--- config.mk ---
export PLATFORM = sky130hd
export DESIGN_NAME = adcseq_top
export DESIGN_NICKNAME = d
export VERILOG_FILES = /design/src/adcseq_pkg.sv /design/src/adcseq_tad_gen.sv /design/src/adcseq_top.sv
export VERILOG_INCLUDE_DIRS = /design/src
export SDC_FILE = /design/constraint.sdc
export NUM_CORES = 1
export LEC_CHECK = 0
export ABC_AREA = 1
export ABC_CLOCK_PERIOD_IN_PS = 3070
export BUFFER_PORTS_ARGS = -buffer_cell sky130_fd_sc_hd__clkbuf_2
export CORE_UTILIZATION = 35
export CTS_BUF_LIST = sky130_fd_sc_hd__clkbuf_8
export CTS_CLUSTER_SIZE = 28
export DETAILED_ROUTE_END_ITERATION = 6
export MAX_ROUTING_LAYER = met4
export PLACE_DENSITY = 0.61
export RECOVER_POWER = 25
export SYNTH_ARGS = -nofsm -noshare
export SYNTH_HDL_FRONTEND = slang
export SYNTH_SLANG_ARGS = --single-unit
--- constraint.sdc ---
create_clock -name MCLK -period 3.07 [get_ports MCLK]
set_clock_uncertainty 0.2 [all_clocks]
set_input_delay 0.614 -clock MCLK [delete_from_list [all_inputs] [get_ports MCLK]]
set_output_delay 0.614 -clock MCLK [all_outputs]
set_load 0.03 [all_outputs]
--- src/adcseq_defs.svh ---
// Register offsets, field positions, reset values and timing counts.
`ifndef ADCSEQ_DEFS_SVH
`define ADCSEQ_DEFS_SVH

// Register offsets on the plain register port.
`define ADCSEQ_OFF_CTRL0 4'h0
`define ADCSEQ_OFF_CTRL1 4'h1
`define ADCSEQ_OFF_CTRL2 4'h2
`define ADCSEQ_OFF_RES_HI 4'h3
`define ADCSEQ_OFF_RES_LO 4'h4
`define ADCSEQ_OFF_STAT 4'h5
`define ADCSEQ_OFF_MASK 4'h6

// Field positions of converter_control_zero.
`define ADCSEQ_C0_POWER 0
`define ADCSEQ_C0_GO 1
`define ADCSEQ_C0_CHAN_LSB 2
// Field positions of converter_control_one.
`define ADCSEQ_C1_PCFG_LSB 0
`define ADCSEQ_C1_REF_LSB 4
// Field positions of converter_control_two.
`define ADCSEQ_C2_ADCS_LSB 0
`define ADCSEQ_C2_ACQT_LSB 3
`define ADCSEQ_C2_JUST 7
// Position of conversion_done_flag in the status and mask registers.
`define ADCSEQ_ST_DONE 0

// Reset values.
`define ADCSEQ_RST_CHAN 4'h0
`define ADCSEQ_RST_REF 2'h0
`define ADCSEQ_RST_PCFG 4'h0
`define ADCSEQ_RST_ACQT 3'h0
`define ADCSEQ_RST_ADCS 3'h0
`define ADCSEQ_RST_RES 8'h00

// Compare-unit mode that requests a conversion on a special event.
`define ADCSEQ_TRIG_MODE 4'hb

// Timing: the clock, instruction cycle and derived cycle counts.
`define ADCSEQ_MCLK_NS 100
`define ADCSEQ_TCY_NS 400
`define ADCSEQ_WAIT_NS (2 * `ADCSEQ_TCY_NS)
`define ADCSEQ_WAIT_CYC ((`ADCSEQ_WAIT_NS + `ADCSEQ_MCLK_NS - 1) / `ADCSEQ_MCLK_NS)
`define ADCSEQ_HOLD_CYC ((`ADCSEQ_TCY_NS + `ADCSEQ_MCLK_NS - 1) / `ADCSEQ_MCLK_NS)
`define ADCSEQ_RC_TAD_NS 2500
`define ADCSEQ_RC_TAD_CYC (`ADCSEQ_RC_TAD_NS / `ADCSEQ_MCLK_NS)
`define ADCSEQ_CONV_TADS 13

`endif

--- src/adcseq_pkg.sv ---
// Types shared by the conversion sequencer files.
package adcseq_pkg;

  // Sequencer states; the usual path steps one bit at a time.
  typedef enum logic [2:0] {
    ST_SAMPLE = 3'h0,
    ST_ACQ = 3'h1,
    ST_CONV = 3'h3,
    ST_WAIT = 3'h2,
    ST_HOLD = 3'h4
  } adcseq_state_e;

  // One register port request.
  typedef struct packed {
    logic [3:0] addr;
    logic [7:0] wdata;
    logic wr;
    logic rd;
  } adcseq_bus_s;

  // Static settings passed to the analog front end.
  typedef struct packed {
    logic [3:0] channel;
    logic [1:0] ref_sel;
    logic [3:0] pin_cfg;
    logic power_on;
  } adcseq_cfg_s;

  // A 12-bit conversion code.
  typedef logic [11:0] adcseq_code_t;

endpackage : adcseq_pkg

--- src/adcseq_tad_gen.sv ---
// Bit-period tick generator for the conversion clock select field.
`timescale 1ns/1ns
`include "adcseq_defs.svh"
module adcseq_tad_gen #(
  parameter int RC_CYC = `ADCSEQ_RC_TAD_CYC
) (
  // Clock, reset and clock enable.
  input wire logic clk,
  input wire logic rst_b,
  input wire logic ce,
  // Count while high; restart from zero while low.
  input wire logic run,
  input wire logic [2:0] sel,
  // One-cycle pulse at the end of each bit period.
  output logic tick
);

  // The counter is seven bits wide, so the RC period must fit in it.
  if (RC_CYC < 2 || RC_CYC > 127) begin : g_chk
    $error("RC_CYC must lie between 2 and 127");
  end

  // Maps the select code to oscillator periods per bit period.
  function automatic logic [6:0] tad_cycles(input logic [2:0] s);
    logic [6:0] r;
    r = 7'(RC_CYC);
    if (s[1:0] != 2'h3) begin
      case (s)
        3'h0: r = 7'h02;
        3'h4: r = 7'h04;
        3'h1: r = 7'h08;
        3'h5: r = 7'h10;
        3'h2: r = 7'h20;
        default: r = 7'h40;
      endcase
    end
    return r;
  endfunction : tad_cycles

  logic [6:0] cnt_q; // Oscillator periods counted in this bit period.
  logic [6:0] cnt_d; // Next count.
  wire [6:0] period = tad_cycles(sel); // Length of one bit period.
  wire last = (cnt_q == period - 7'h01); // Final period of the bit.

  assign tick = run && last;
  assign cnt_d = (!run || last) ? 7'h00 : cnt_q + 7'h01;

  // The counter freezes with the clock enable and clears on reset.
  always_ff @(posedge clk) begin
    if (!rst_b) begin
      cnt_q <= 7'h00;
    end else if (ce) begin
      cnt_q <= cnt_d;
    end
  end

endmodule : adcseq_tad_gen

--- src/adcseq_top.sv ---
// Conversion sequencer of a 12-bit successive-approximation converter.
//
// Added by the designer: the register addresses and the strobed register port.
`timescale 1ns/1ns
`include "adcseq_defs.svh"
module adcseq_top #(
  parameter int RC_TAD_CYC = `ADCSEQ_RC_TAD_CYC
) (
  // Clock, reset and clock enable.
  input wire logic MCLK,
  input wire logic RST_B,
  input wire logic CE,
  // Register port.
  input adcseq_pkg::adcseq_bus_s BUS,
  output logic [7:0] RDATA,
  // Interrupt.
  output logic IRQ,
  // Analog front end.
  input wire logic CMP_ABOVE,
  output adcseq_pkg::adcseq_code_t DAC_CODE,
  output logic SAMPLE_EN,
  output logic DISCHARGE,
  output adcseq_pkg::adcseq_cfg_s CFG,
  // Compare unit trigger and timer clear.
  input wire logic [3:0] CMP2_MODE,
  input wire logic SPECIAL_TRIG,
  output logic TIMER_CLEAR
);
  import adcseq_pkg::*;

  // Register select for a given offset.
  function automatic logic hit(input logic [3:0] a, input logic [3:0] o);
    return a == o;
  endfunction : hit

  // Bit periods of the programmed acquisition time.
  function automatic logic [4:0] acq_tads(input logic [2:0] c);
    logic [4:0] r;
    r = 5'h00;
    case (c)
      3'h1: r = 5'h02;
      3'h2: r = 5'h04;
      3'h3: r = 5'h06;
      3'h4: r = 5'h08;
      3'h5: r = 5'h0c;
      3'h6: r = 5'h10;
      3'h7: r = 5'h14;
      default: r = 5'h00;
    endcase
    return r;
  endfunction : acq_tads

  // Control register state.
  logic power_q; // Converter powered.
  logic go_q; // Conversion requested or running.
  logic [3:0] chan_q; // Selected analog channel.
  logic [1:0] ref_q; // Reference source select.
  logic [3:0] pcfg_q; // Analog pin configuration.
  logic just_q; // One selects right-justified results.
  logic [2:0] acqt_q; // Acquisition time select.
  logic [2:0] adcs_q; // Conversion clock select.
  // Result, interrupt and sequencing state.
  logic [7:0] res_hi_q; // Result high byte.
  logic [7:0] res_lo_q; // Result low byte.
  logic stat_q; // Sticky conversion done flag.
  logic mask_q; // Interrupt enable for that flag.
  adcseq_state_e state_q; // Sequencer state.
  adcseq_state_e state_d; // Next state.
  logic [4:0] cnt_q; // Period or bit-period counter.
  logic [4:0] cnt_d; // Next counter value.
  logic [11:0] sar_q; // Trial code under test.
  logic [7:0] rdata_q; // Read data, one cycle after the strobe.
  logic tclr_q; // Timer clear pulse.
  logic tad_tick; // End of a bit period.

  // Register port decode.
  wire wr_c0 = BUS.wr && hit(BUS.addr, `ADCSEQ_OFF_CTRL0);
  wire wr_c1 = BUS.wr && hit(BUS.addr, `ADCSEQ_OFF_CTRL1);
  wire wr_c2 = BUS.wr && hit(BUS.addr, `ADCSEQ_OFF_CTRL2);
  wire wr_hi = BUS.wr && hit(BUS.addr, `ADCSEQ_OFF_RES_HI);
  wire wr_lo = BUS.wr && hit(BUS.addr, `ADCSEQ_OFF_RES_LO);
  wire wr_st = BUS.wr && hit(BUS.addr, `ADCSEQ_OFF_STAT);
  wire wr_mk = BUS.wr && hit(BUS.addr, `ADCSEQ_OFF_MASK);
  wire wgo = BUS.wdata[`ADCSEQ_C0_GO];

  // Register read views; reserved bits read as zero.
  wire [7:0] rd_c0 = {2'h0, chan_q, go_q, power_q};
  wire [7:0] rd_c1 = {2'h0, ref_q, pcfg_q};
  wire [7:0] rd_c2 = {just_q, 1'b0, acqt_q, adcs_q};
  wire [7:0] rd_st = {7'h00, stat_q};
  wire [7:0] rd_mk = {7'h00, mask_q};
  wire [7:0] rd_mux =
    hit(BUS.addr, `ADCSEQ_OFF_CTRL0) ? rd_c0 :
    hit(BUS.addr, `ADCSEQ_OFF_CTRL1) ? rd_c1 :
    hit(BUS.addr, `ADCSEQ_OFF_CTRL2) ? rd_c2 :
    hit(BUS.addr, `ADCSEQ_OFF_RES_HI) ? res_hi_q :
    hit(BUS.addr, `ADCSEQ_OFF_RES_LO) ? res_lo_q :
    hit(BUS.addr, `ADCSEQ_OFF_STAT) ? rd_st :
    hit(BUS.addr, `ADCSEQ_OFF_MASK) ? rd_mk : 8'h00;

  // Power control; a write that clears power also drops go.
  wire power_d = wr_c0 ? BUS.wdata[`ADCSEQ_C0_POWER] : power_q;
  wire trig_go = SPECIAL_TRIG && power_q && (CMP2_MODE == `ADCSEQ_TRIG_MODE);
  // Busy states, in which a cleared go bit means an abort.
  wire busy = (state_q == ST_ACQ) || (state_q == ST_HOLD) ||
    (state_q == ST_CONV);
  wire abort = busy && !go_q;
  wire done = (state_q == ST_CONV) && go_q && tad_tick &&
    (cnt_q == 5'(`ADCSEQ_CONV_TADS - 1));

  // Successive approximation step: bit under test and the next trial bit.
  wire [11:0] cur_bit = 12'h800 >> (cnt_q - 5'h01);
  wire [11:0] next_bit = cur_bit >> 1;
  wire [11:0] sar_step = (CMP_ABOVE ? sar_q : (sar_q & ~cur_bit)) | next_bit;
  // Final code in the selected justification.
  wire [7:0] jus_hi = just_q ? {4'h0, sar_step[11:8]} : sar_step[11:4];
  wire [7:0] jus_lo = just_q ? sar_step[7:0] : {sar_step[3:0], 4'h0};

  // Go bit: a trigger sets it, completion clears it, software writes it.
  logic go_d;
  always_comb begin
    go_d = go_q;
    if (!power_d) begin
      go_d = 1'b0;
    end else if (trig_go) begin
      go_d = 1'b1;
    end else if (done) begin
      go_d = 1'b0;
    end else if (wr_c0) begin
      go_d = wgo && power_q;
    end
  end

  // Bit-period generator, running only while acquiring or converting.
  adcseq_tad_gen #(
    .RC_CYC(RC_TAD_CYC)
  ) u_tad (
    .clk(MCLK),
    .rst_b(RST_B),
    .ce(CE),
    .run((state_q == ST_ACQ) || (state_q == ST_CONV)),
    .sel(adcs_q),
    .tick(tad_tick)
  );

  // Sequencer next state and counter.
  always_comb begin
    state_d = state_q;
    cnt_d = cnt_q;
    if (!power_q) begin
      // Unpowered: park in discharge so power-up starts clean.
      state_d = ST_WAIT;
      cnt_d = 5'(`ADCSEQ_WAIT_CYC - 1);
    end else begin
      unique case (state_q)
        ST_SAMPLE: begin
          if (go_q && acqt_q == 3'h0) begin
            state_d = ST_HOLD;
            cnt_d = 5'(`ADCSEQ_HOLD_CYC - 1);
          end else if (go_q) begin
            state_d = ST_ACQ;
            cnt_d = acq_tads(acqt_q) - 5'h01;
          end
        end
        ST_HOLD: begin
          // Sampling has stopped; count out the next instruction.
          if (abort) begin
            state_d = ST_WAIT;
            cnt_d = 5'(`ADCSEQ_WAIT_CYC - 1);
          end else if (cnt_q == 5'h00) begin
            state_d = ST_CONV;
          end else begin
            cnt_d = cnt_q - 5'h01;
          end
        end
        ST_ACQ: begin
          // Keep sampling for the programmed bit periods.
          if (abort) begin
            state_d = ST_WAIT;
            cnt_d = 5'(`ADCSEQ_WAIT_CYC - 1);
          end else if (tad_tick && cnt_q == 5'h00) begin
            state_d = ST_CONV;
          end else if (tad_tick) begin
            cnt_d = cnt_q - 5'h01;
          end
        end
        ST_CONV: begin
          // Counts bit periods upward; zero is the setup period.
          if (abort || done) begin
            state_d = ST_WAIT;
            cnt_d = 5'(`ADCSEQ_WAIT_CYC - 1);
          end else if (tad_tick) begin
            cnt_d = cnt_q + 5'h01;
          end
        end
        ST_WAIT: begin
          if (cnt_q == 5'h00) begin
            state_d = ST_SAMPLE;
          end else begin
            cnt_d = cnt_q - 5'h01;
          end
        end
        default: begin
          state_d = ST_WAIT;
          cnt_d = 5'(`ADCSEQ_WAIT_CYC - 1);
        end
      endcase
    end
  end

  // Control registers.
  // reset powers off
  always_ff @(posedge MCLK) begin
    if (!RST_B) begin
      power_q <= 1'b0;
      go_q <= 1'b0;
      chan_q <= `ADCSEQ_RST_CHAN;
      ref_q <= `ADCSEQ_RST_REF;
      pcfg_q <= `ADCSEQ_RST_PCFG;
      just_q <= 1'b0;
      acqt_q <= `ADCSEQ_RST_ACQT;
      adcs_q <= `ADCSEQ_RST_ADCS;
    end else if (CE) begin
      power_q <= power_d;
      go_q <= go_d;
      if (wr_c0) chan_q <= BUS.wdata[`ADCSEQ_C0_CHAN_LSB +: 4];
      if (wr_c1) ref_q <= BUS.wdata[`ADCSEQ_C1_REF_LSB +: 2];
      if (wr_c1) pcfg_q <= BUS.wdata[`ADCSEQ_C1_PCFG_LSB +: 4];
      if (wr_c2) just_q <= BUS.wdata[`ADCSEQ_C2_JUST];
      if (wr_c2) acqt_q <= BUS.wdata[`ADCSEQ_C2_ACQT_LSB +: 3];
      if (wr_c2) adcs_q <= BUS.wdata[`ADCSEQ_C2_ADCS_LSB +: 3];
    end
  end

  // Result pair: completion loads it, an abort never does.
  // result kept on abort
  always_ff @(posedge MCLK) begin
    if (!RST_B) begin
      res_hi_q <= `ADCSEQ_RST_RES;
      res_lo_q <= `ADCSEQ_RST_RES;
    end else if (CE) begin
      if (done) res_hi_q <= jus_hi;
      else if (wr_hi) res_hi_q <= BUS.wdata;
      if (done) res_lo_q <= jus_lo;
      else if (wr_lo) res_lo_q <= BUS.wdata;
    end
  end

  // Done flag is write-one-to-clear; a completion in the same cycle wins.
  // done flag set
  always_ff @(posedge MCLK) begin
    if (!RST_B) begin
      stat_q <= 1'b0;
      mask_q <= 1'b0;
    end else if (CE) begin
      stat_q <= done || (stat_q && !(wr_st && BUS.wdata[`ADCSEQ_ST_DONE]));
      if (wr_mk) mask_q <= BUS.wdata[`ADCSEQ_ST_DONE];
    end
  end

  // Sequencer state, trial code, read data and timer clear.
  always_ff @(posedge MCLK) begin
    if (!RST_B) begin
      state_q <= ST_WAIT;
      cnt_q <= 5'(`ADCSEQ_WAIT_CYC - 1);
      sar_q <= 12'h000;
      rdata_q <= 8'h00;
      tclr_q <= 1'b0;
    end else if (CE) begin
      state_q <= state_d;
      cnt_q <= cnt_d;
      if (state_q == ST_CONV && tad_tick && go_q) begin
        sar_q <= (cnt_q == 5'h00) ? 12'h800 : sar_step;
      end
      rdata_q <= BUS.rd ? rd_mux : 8'h00;
      tclr_q <= SPECIAL_TRIG;
    end
  end

  // Output drive.
  assign RDATA = rdata_q;
  assign IRQ = stat_q && mask_q;
  assign DAC_CODE = sar_q;
  assign SAMPLE_EN = power_q &&
    (state_q == ST_SAMPLE || state_q == ST_ACQ);
  assign DISCHARGE = power_q && (state_q == ST_WAIT);
  assign CFG = '{channel: chan_q, ref_sel: ref_q, pin_cfg: pcfg_q,
    power_on: power_q};
  assign TIMER_CLEAR = tclr_q;

  // Completion clears the go bit and raises the flag.
  a_done_clears_go: assert property (@(posedge MCLK)
    disable iff (!RST_B || !CE) done && !trig_go |=> !go_q && stat_q)
    else $error("completion did not clear go or set flag");

  // An abort leaves both result bytes as they were.
  a_abort_keeps_res: assert property (@(posedge MCLK)
    disable iff (!RST_B || !CE)
    abort && !wr_hi && !wr_lo |=> $stable(res_hi_q) && $stable(res_lo_q))
    else $error("abort altered the result registers");

  // A cleared go bit leaves the busy states in one cycle.
  a_abort_to_wait: assert property (@(posedge MCLK)
    disable iff (!RST_B || !CE) abort |=> state_q == ST_WAIT)
    else $error("abort did not end the conversion");

  // The wait after a conversion lasts eight cycles, then sampling.
  a_wait_length: assert property (@(posedge MCLK)
    disable iff (!RST_B || !CE)
    power_q && state_q == ST_CONV ##1 state_q == ST_WAIT |->
    (power_q && state_q == ST_WAIT)[*8] ##1 state_q == ST_SAMPLE)
    else $error("post-conversion wait has the wrong length");

  // Sampling only ever begins straight after discharge.
  a_disch_first: assert property (@(posedge MCLK)
    disable iff (!RST_B || !CE) $rose(SAMPLE_EN) |-> $past(DISCHARGE))
    else $error("sampling began without a discharge");

  // Every trigger clears the timer one cycle later.
  a_trig_timer: assert property (@(posedge MCLK)
    disable iff (!RST_B || !CE) SPECIAL_TRIG |=> TIMER_CLEAR)
    else $error("trigger did not clear the timer");

  // A trigger in compare mode 1011 sets go while powered.
  a_trig_sets_go: assert property (@(posedge MCLK)
    disable iff (!RST_B || !CE)
    SPECIAL_TRIG && power_q && CMP2_MODE == 4'hb && !wr_c0 |=> go_q)
    else $error("trigger did not set go");

  // While unpowered a trigger never sets go.
  a_trig_ignored: assert property (@(posedge MCLK)
    disable iff (!RST_B || !CE)
    SPECIAL_TRIG && !power_q |=> !go_q)
    else $error("trigger set go while powered off");

  // Manual mode holds one instruction, then converts.
  a_manual_hold: assert property (@(posedge MCLK)
    disable iff (!RST_B || !CE)
    state_q == ST_SAMPLE && power_q && go_q && acqt_q == 3'h0 && !wr_c0 |=>
    state_q == ST_HOLD ##1 (state_q == ST_HOLD && go_q)[*3] ##1
    state_q == ST_CONV)
    else $error("manual start did not wait one instruction");

endmodule : adcseq_top

==> results.py <==
metrics = {
    "setup_path": {
        "critPathArrivalTime_ns": 2.76,
        "path_max_fanout": 17,
        "setup.worst_path.start_class": "flop",
        "critPathCaptureType": "flop",
        "cpPeakStageDelay_ns": 0.41,
        "worstPathCellList": "inv_1, ha_1, nand2_1, nor3_1, nand4_4, buf_4, nor2_2, nand2_1, nand2_1, nor2_1, nor2_1",
        "critPathMostFrequentCell": "nand2_1",
        "crit_type": "flop to flop",
        "cp_slowest_cell": "dfxtp_1",
        "required_ns": 3.17,
    },
    "floorplan": {
        "initial_core_util_pct": 35.90,
        "die_h_um": 113.0,
        "die_width_um": 113.0,
        "die_area_um2": 12770,
        "io_pins": 58,
        "fp-row-count": 40,
        "coreArea_um2": 12010,
    },
    "clocking": {
        "cts_post_setup_buffers_inserted": 0,
        "cts_buffers": 9,
        "cts_resized": 0,
        "clkLatencyLatePin_ns": 0.37,
        "ctsHoldBuffers": 0,
        "cts_root_buffer": "clkbuf_8",
        "clk_pin_slew_worst_paths_ns": 0.08,
        "htreeDepth": 3,
        "max-clock-path-buffers": 2,
        "cts_tree": "yes",
        "clkSinkCount": 73,
    },
    "cells_and_area": {
        "n_antenna_cell": 0,
        "layout.nets": 752,
        "final_area_um2": 4871,
        "syn2layout_area_growth_pct": 12.97,
        "multi_input_area_um2": 2490,
        "layout.cells.non_filler": 873,
        "fillCellCount": 1314,
        "seq_area_um2": 1461,
        "drive_above_1_share_pct": 10.74,
    },
    "synthesis": {
        "synth_area_um2": 4312,
        "synth_ff_type": "dfxtp_1",
        "async_flop_share_pct": 0,
        "synth_edf_count": 0,
        "netlist_instances": 671,
        "yosys-top-cells-count": "nand2_1, nor2_1, dfxtp_1",
        "netlist.area_leader.share_pct": 33.89,
        "synth_nets": 702,
        "ys_ff_latch": 73,
        "synth_top_cell_by_area": "dfxtp_1",
        "ys_warn_count": 0,
        "yosysSeqAreaShare_pct": 33.89,
        "yosysMostFrequentCell": "nand2_1",
        "syn_avg_cell_area_um2": 6.426,
        "synthTopCellsByArea": "dfxtp_1, nand2_1, nor2_1, o21ai_0, a21oi_1",
        "synth_cell_types": 37,
    },
    "sta": {
        "setup_viol": 0,
        "final-max-slew-violation-count": 0,
        "fin_ws_ns": 0.4121,
        "hold_ws_ns": 0.2662,
        "setup-tns-final_ns": 0,
        "relSlewSlack_pct": 56.22,
        "rsz0062_at_grt": "false",
        "min_period_over_period_pct": 86.58,
        "fmax_mhz": 376.2,
        "hold_viol": 0,
        "period_minus_slack_ns": 2.658,
        "tightest_slew_ns": 0.6567,
    },
    "placed_design": {
        "post-dp-hpwl_um": 9470,
        "io_buffers": 57,
        "dp_worst_setup_slack_ns": 0.4560,
        "gpl.final_weighted_congestion": 0.9178,
        "placed_area_um2": 4698,
        "dp_cells": 857,
    },
    "global_routing": {
        "grt_pass1_vias": 4419,
        "overflow": 0,
        "antenna_found_initial": 0,
        "grt_max_degree": 29,
        "grt_pass1_wl_um": 21130,
        "grt_use_total_pct": 21.48,
    },
    "detailed_routing": {
        "first_iter_violations": 317,
        "drt_wl_total_um": 12530,
        "drc": 0,
        "wl_per_cell_um": 14.36,
        "via_per_inst": 5.216,
        "ant_nets": 0,
        "dr.pass1.iters": 6,
        "vias": 4554,
    },
    "outcome": {
        "outcome": "complete, no violations",
    },
    "hold_path": {
        "hp-class": "flop to flop",
    },
    "flow_run": {
        "max_cap_viol_count": 0,
    },
    "power": {
        "p_leak_nw": 2.106,
        "power_density_nw_per_um2": 425.6,
        "vdd_drop_max_uv": 217.9,
    },
}
[flip-flops by register name, summed over array words and instances (netlist names), 2 cells and up]
signal,count
u_tad.cnt_q,7
res_hi_q,8
chan_q,4
res_lo_q,8
cnt_q,5
DAC_CODE,12
acqt_q,3
state_q,3
RDATA,8
adcs_q,3
ref_q,2
pcfg_q,4
[layout by cell type (no fill, tap or decap), types with 7 or more instances in the layout]
master | netlist | routed
clkbuf_2 | 0 | 32
inv_1 | 58 | 58
clkbuf_8 | 0 | 10
inv_2 | 7 | 7
clkbuf_1 | 14 | 25
xor2_1 | 8 | 8
nand2_1 | 175 | 175
nor2_1 | 82 | 82
dfxtp_1 | 73 | 73
a21oi_1 | 53 | 53
nand3_1 | 49 | 49
a22oi_1 | 7 | 7
o21ai_1 | 9 | 9
ha_1 | 8 | 8
o211ai_1 | 12 | 12
nand4_1 | 9 | 9
o21ai_0 | 60 | 60
[power by group]
part           leakage [nW]  switching [W]  total (W)  internal (W)
clock network         0.107       0.000396   0.000796      0.000400
registers             0.591      0.0000230   0.000988      0.000965
logic                  1.41       0.000200   0.000289     0.0000888
total                  2.11       0.000619    0.00207       0.00145
[worst max-delay path, delay by kind of cell, from the launching register on]
kind | cells | cell delay (ns)
adder cells (fa/ha/maj) | 1 | 0.25
buffers and inverters | 2 | 0.44
flip-flops | 1 | 0.41
AND/OR/NAND/NOR | 8 | 1.29
[cells by family after synthesis]
kind of cell	share of synthesized area (%)
fa+ha+maj	2.322
compound gates	18.98
flops	33.89
xor+xnor	2.815
simple gates	33.63
buf+inv	8.357
[through the flow]
step / total power [W] / util [%]
after detailed placement: 0.001297 / 39.11
after CTS: 0.002091 / 40.81
after global routing: 0.002163 / 40.55
after floorplan: 0.001214 / -
final: 0.002073 / 40.55
after global placement: 0.001294 / 39.11
[final cells by class]
cell class	count	share of cell area [%]
clock inverter	6	1.361
timing repair buffer	61	5.831
inverter	66	5.086
sequential	73	30.00
tap	147	3.776
multi-input combinational	510	51.12
clock buffer	10	2.826
[metal layers]
layer	vias to the layer above	track usage (%)	wire, um
met3	22	3.482	576
met5	-	-	0
met2	137	33.54	5581
li1	2303	-	-
met4	0	8.246	278
met1	2092	27.92	6096
[worst paths after layout]
| check | slack (ns) | to | cells past startpoint | startpoint |
|---|---|---|---|---|
| worst min register to register | 0.27 | RDATA[2] | 2 | RDATA[2] |
| worst max register to register | 0.41 | res_hi_q[0] | 11 | cnt_q[0] |
| worst max-delay path | 0.41 | res_hi_q[0] | 11 | cnt_q[0] |
| worst min-delay path | 0.27 | RDATA[2] | 2 | RDATA[2] |
Note: power is estimated with default switching activity, not from simulation.
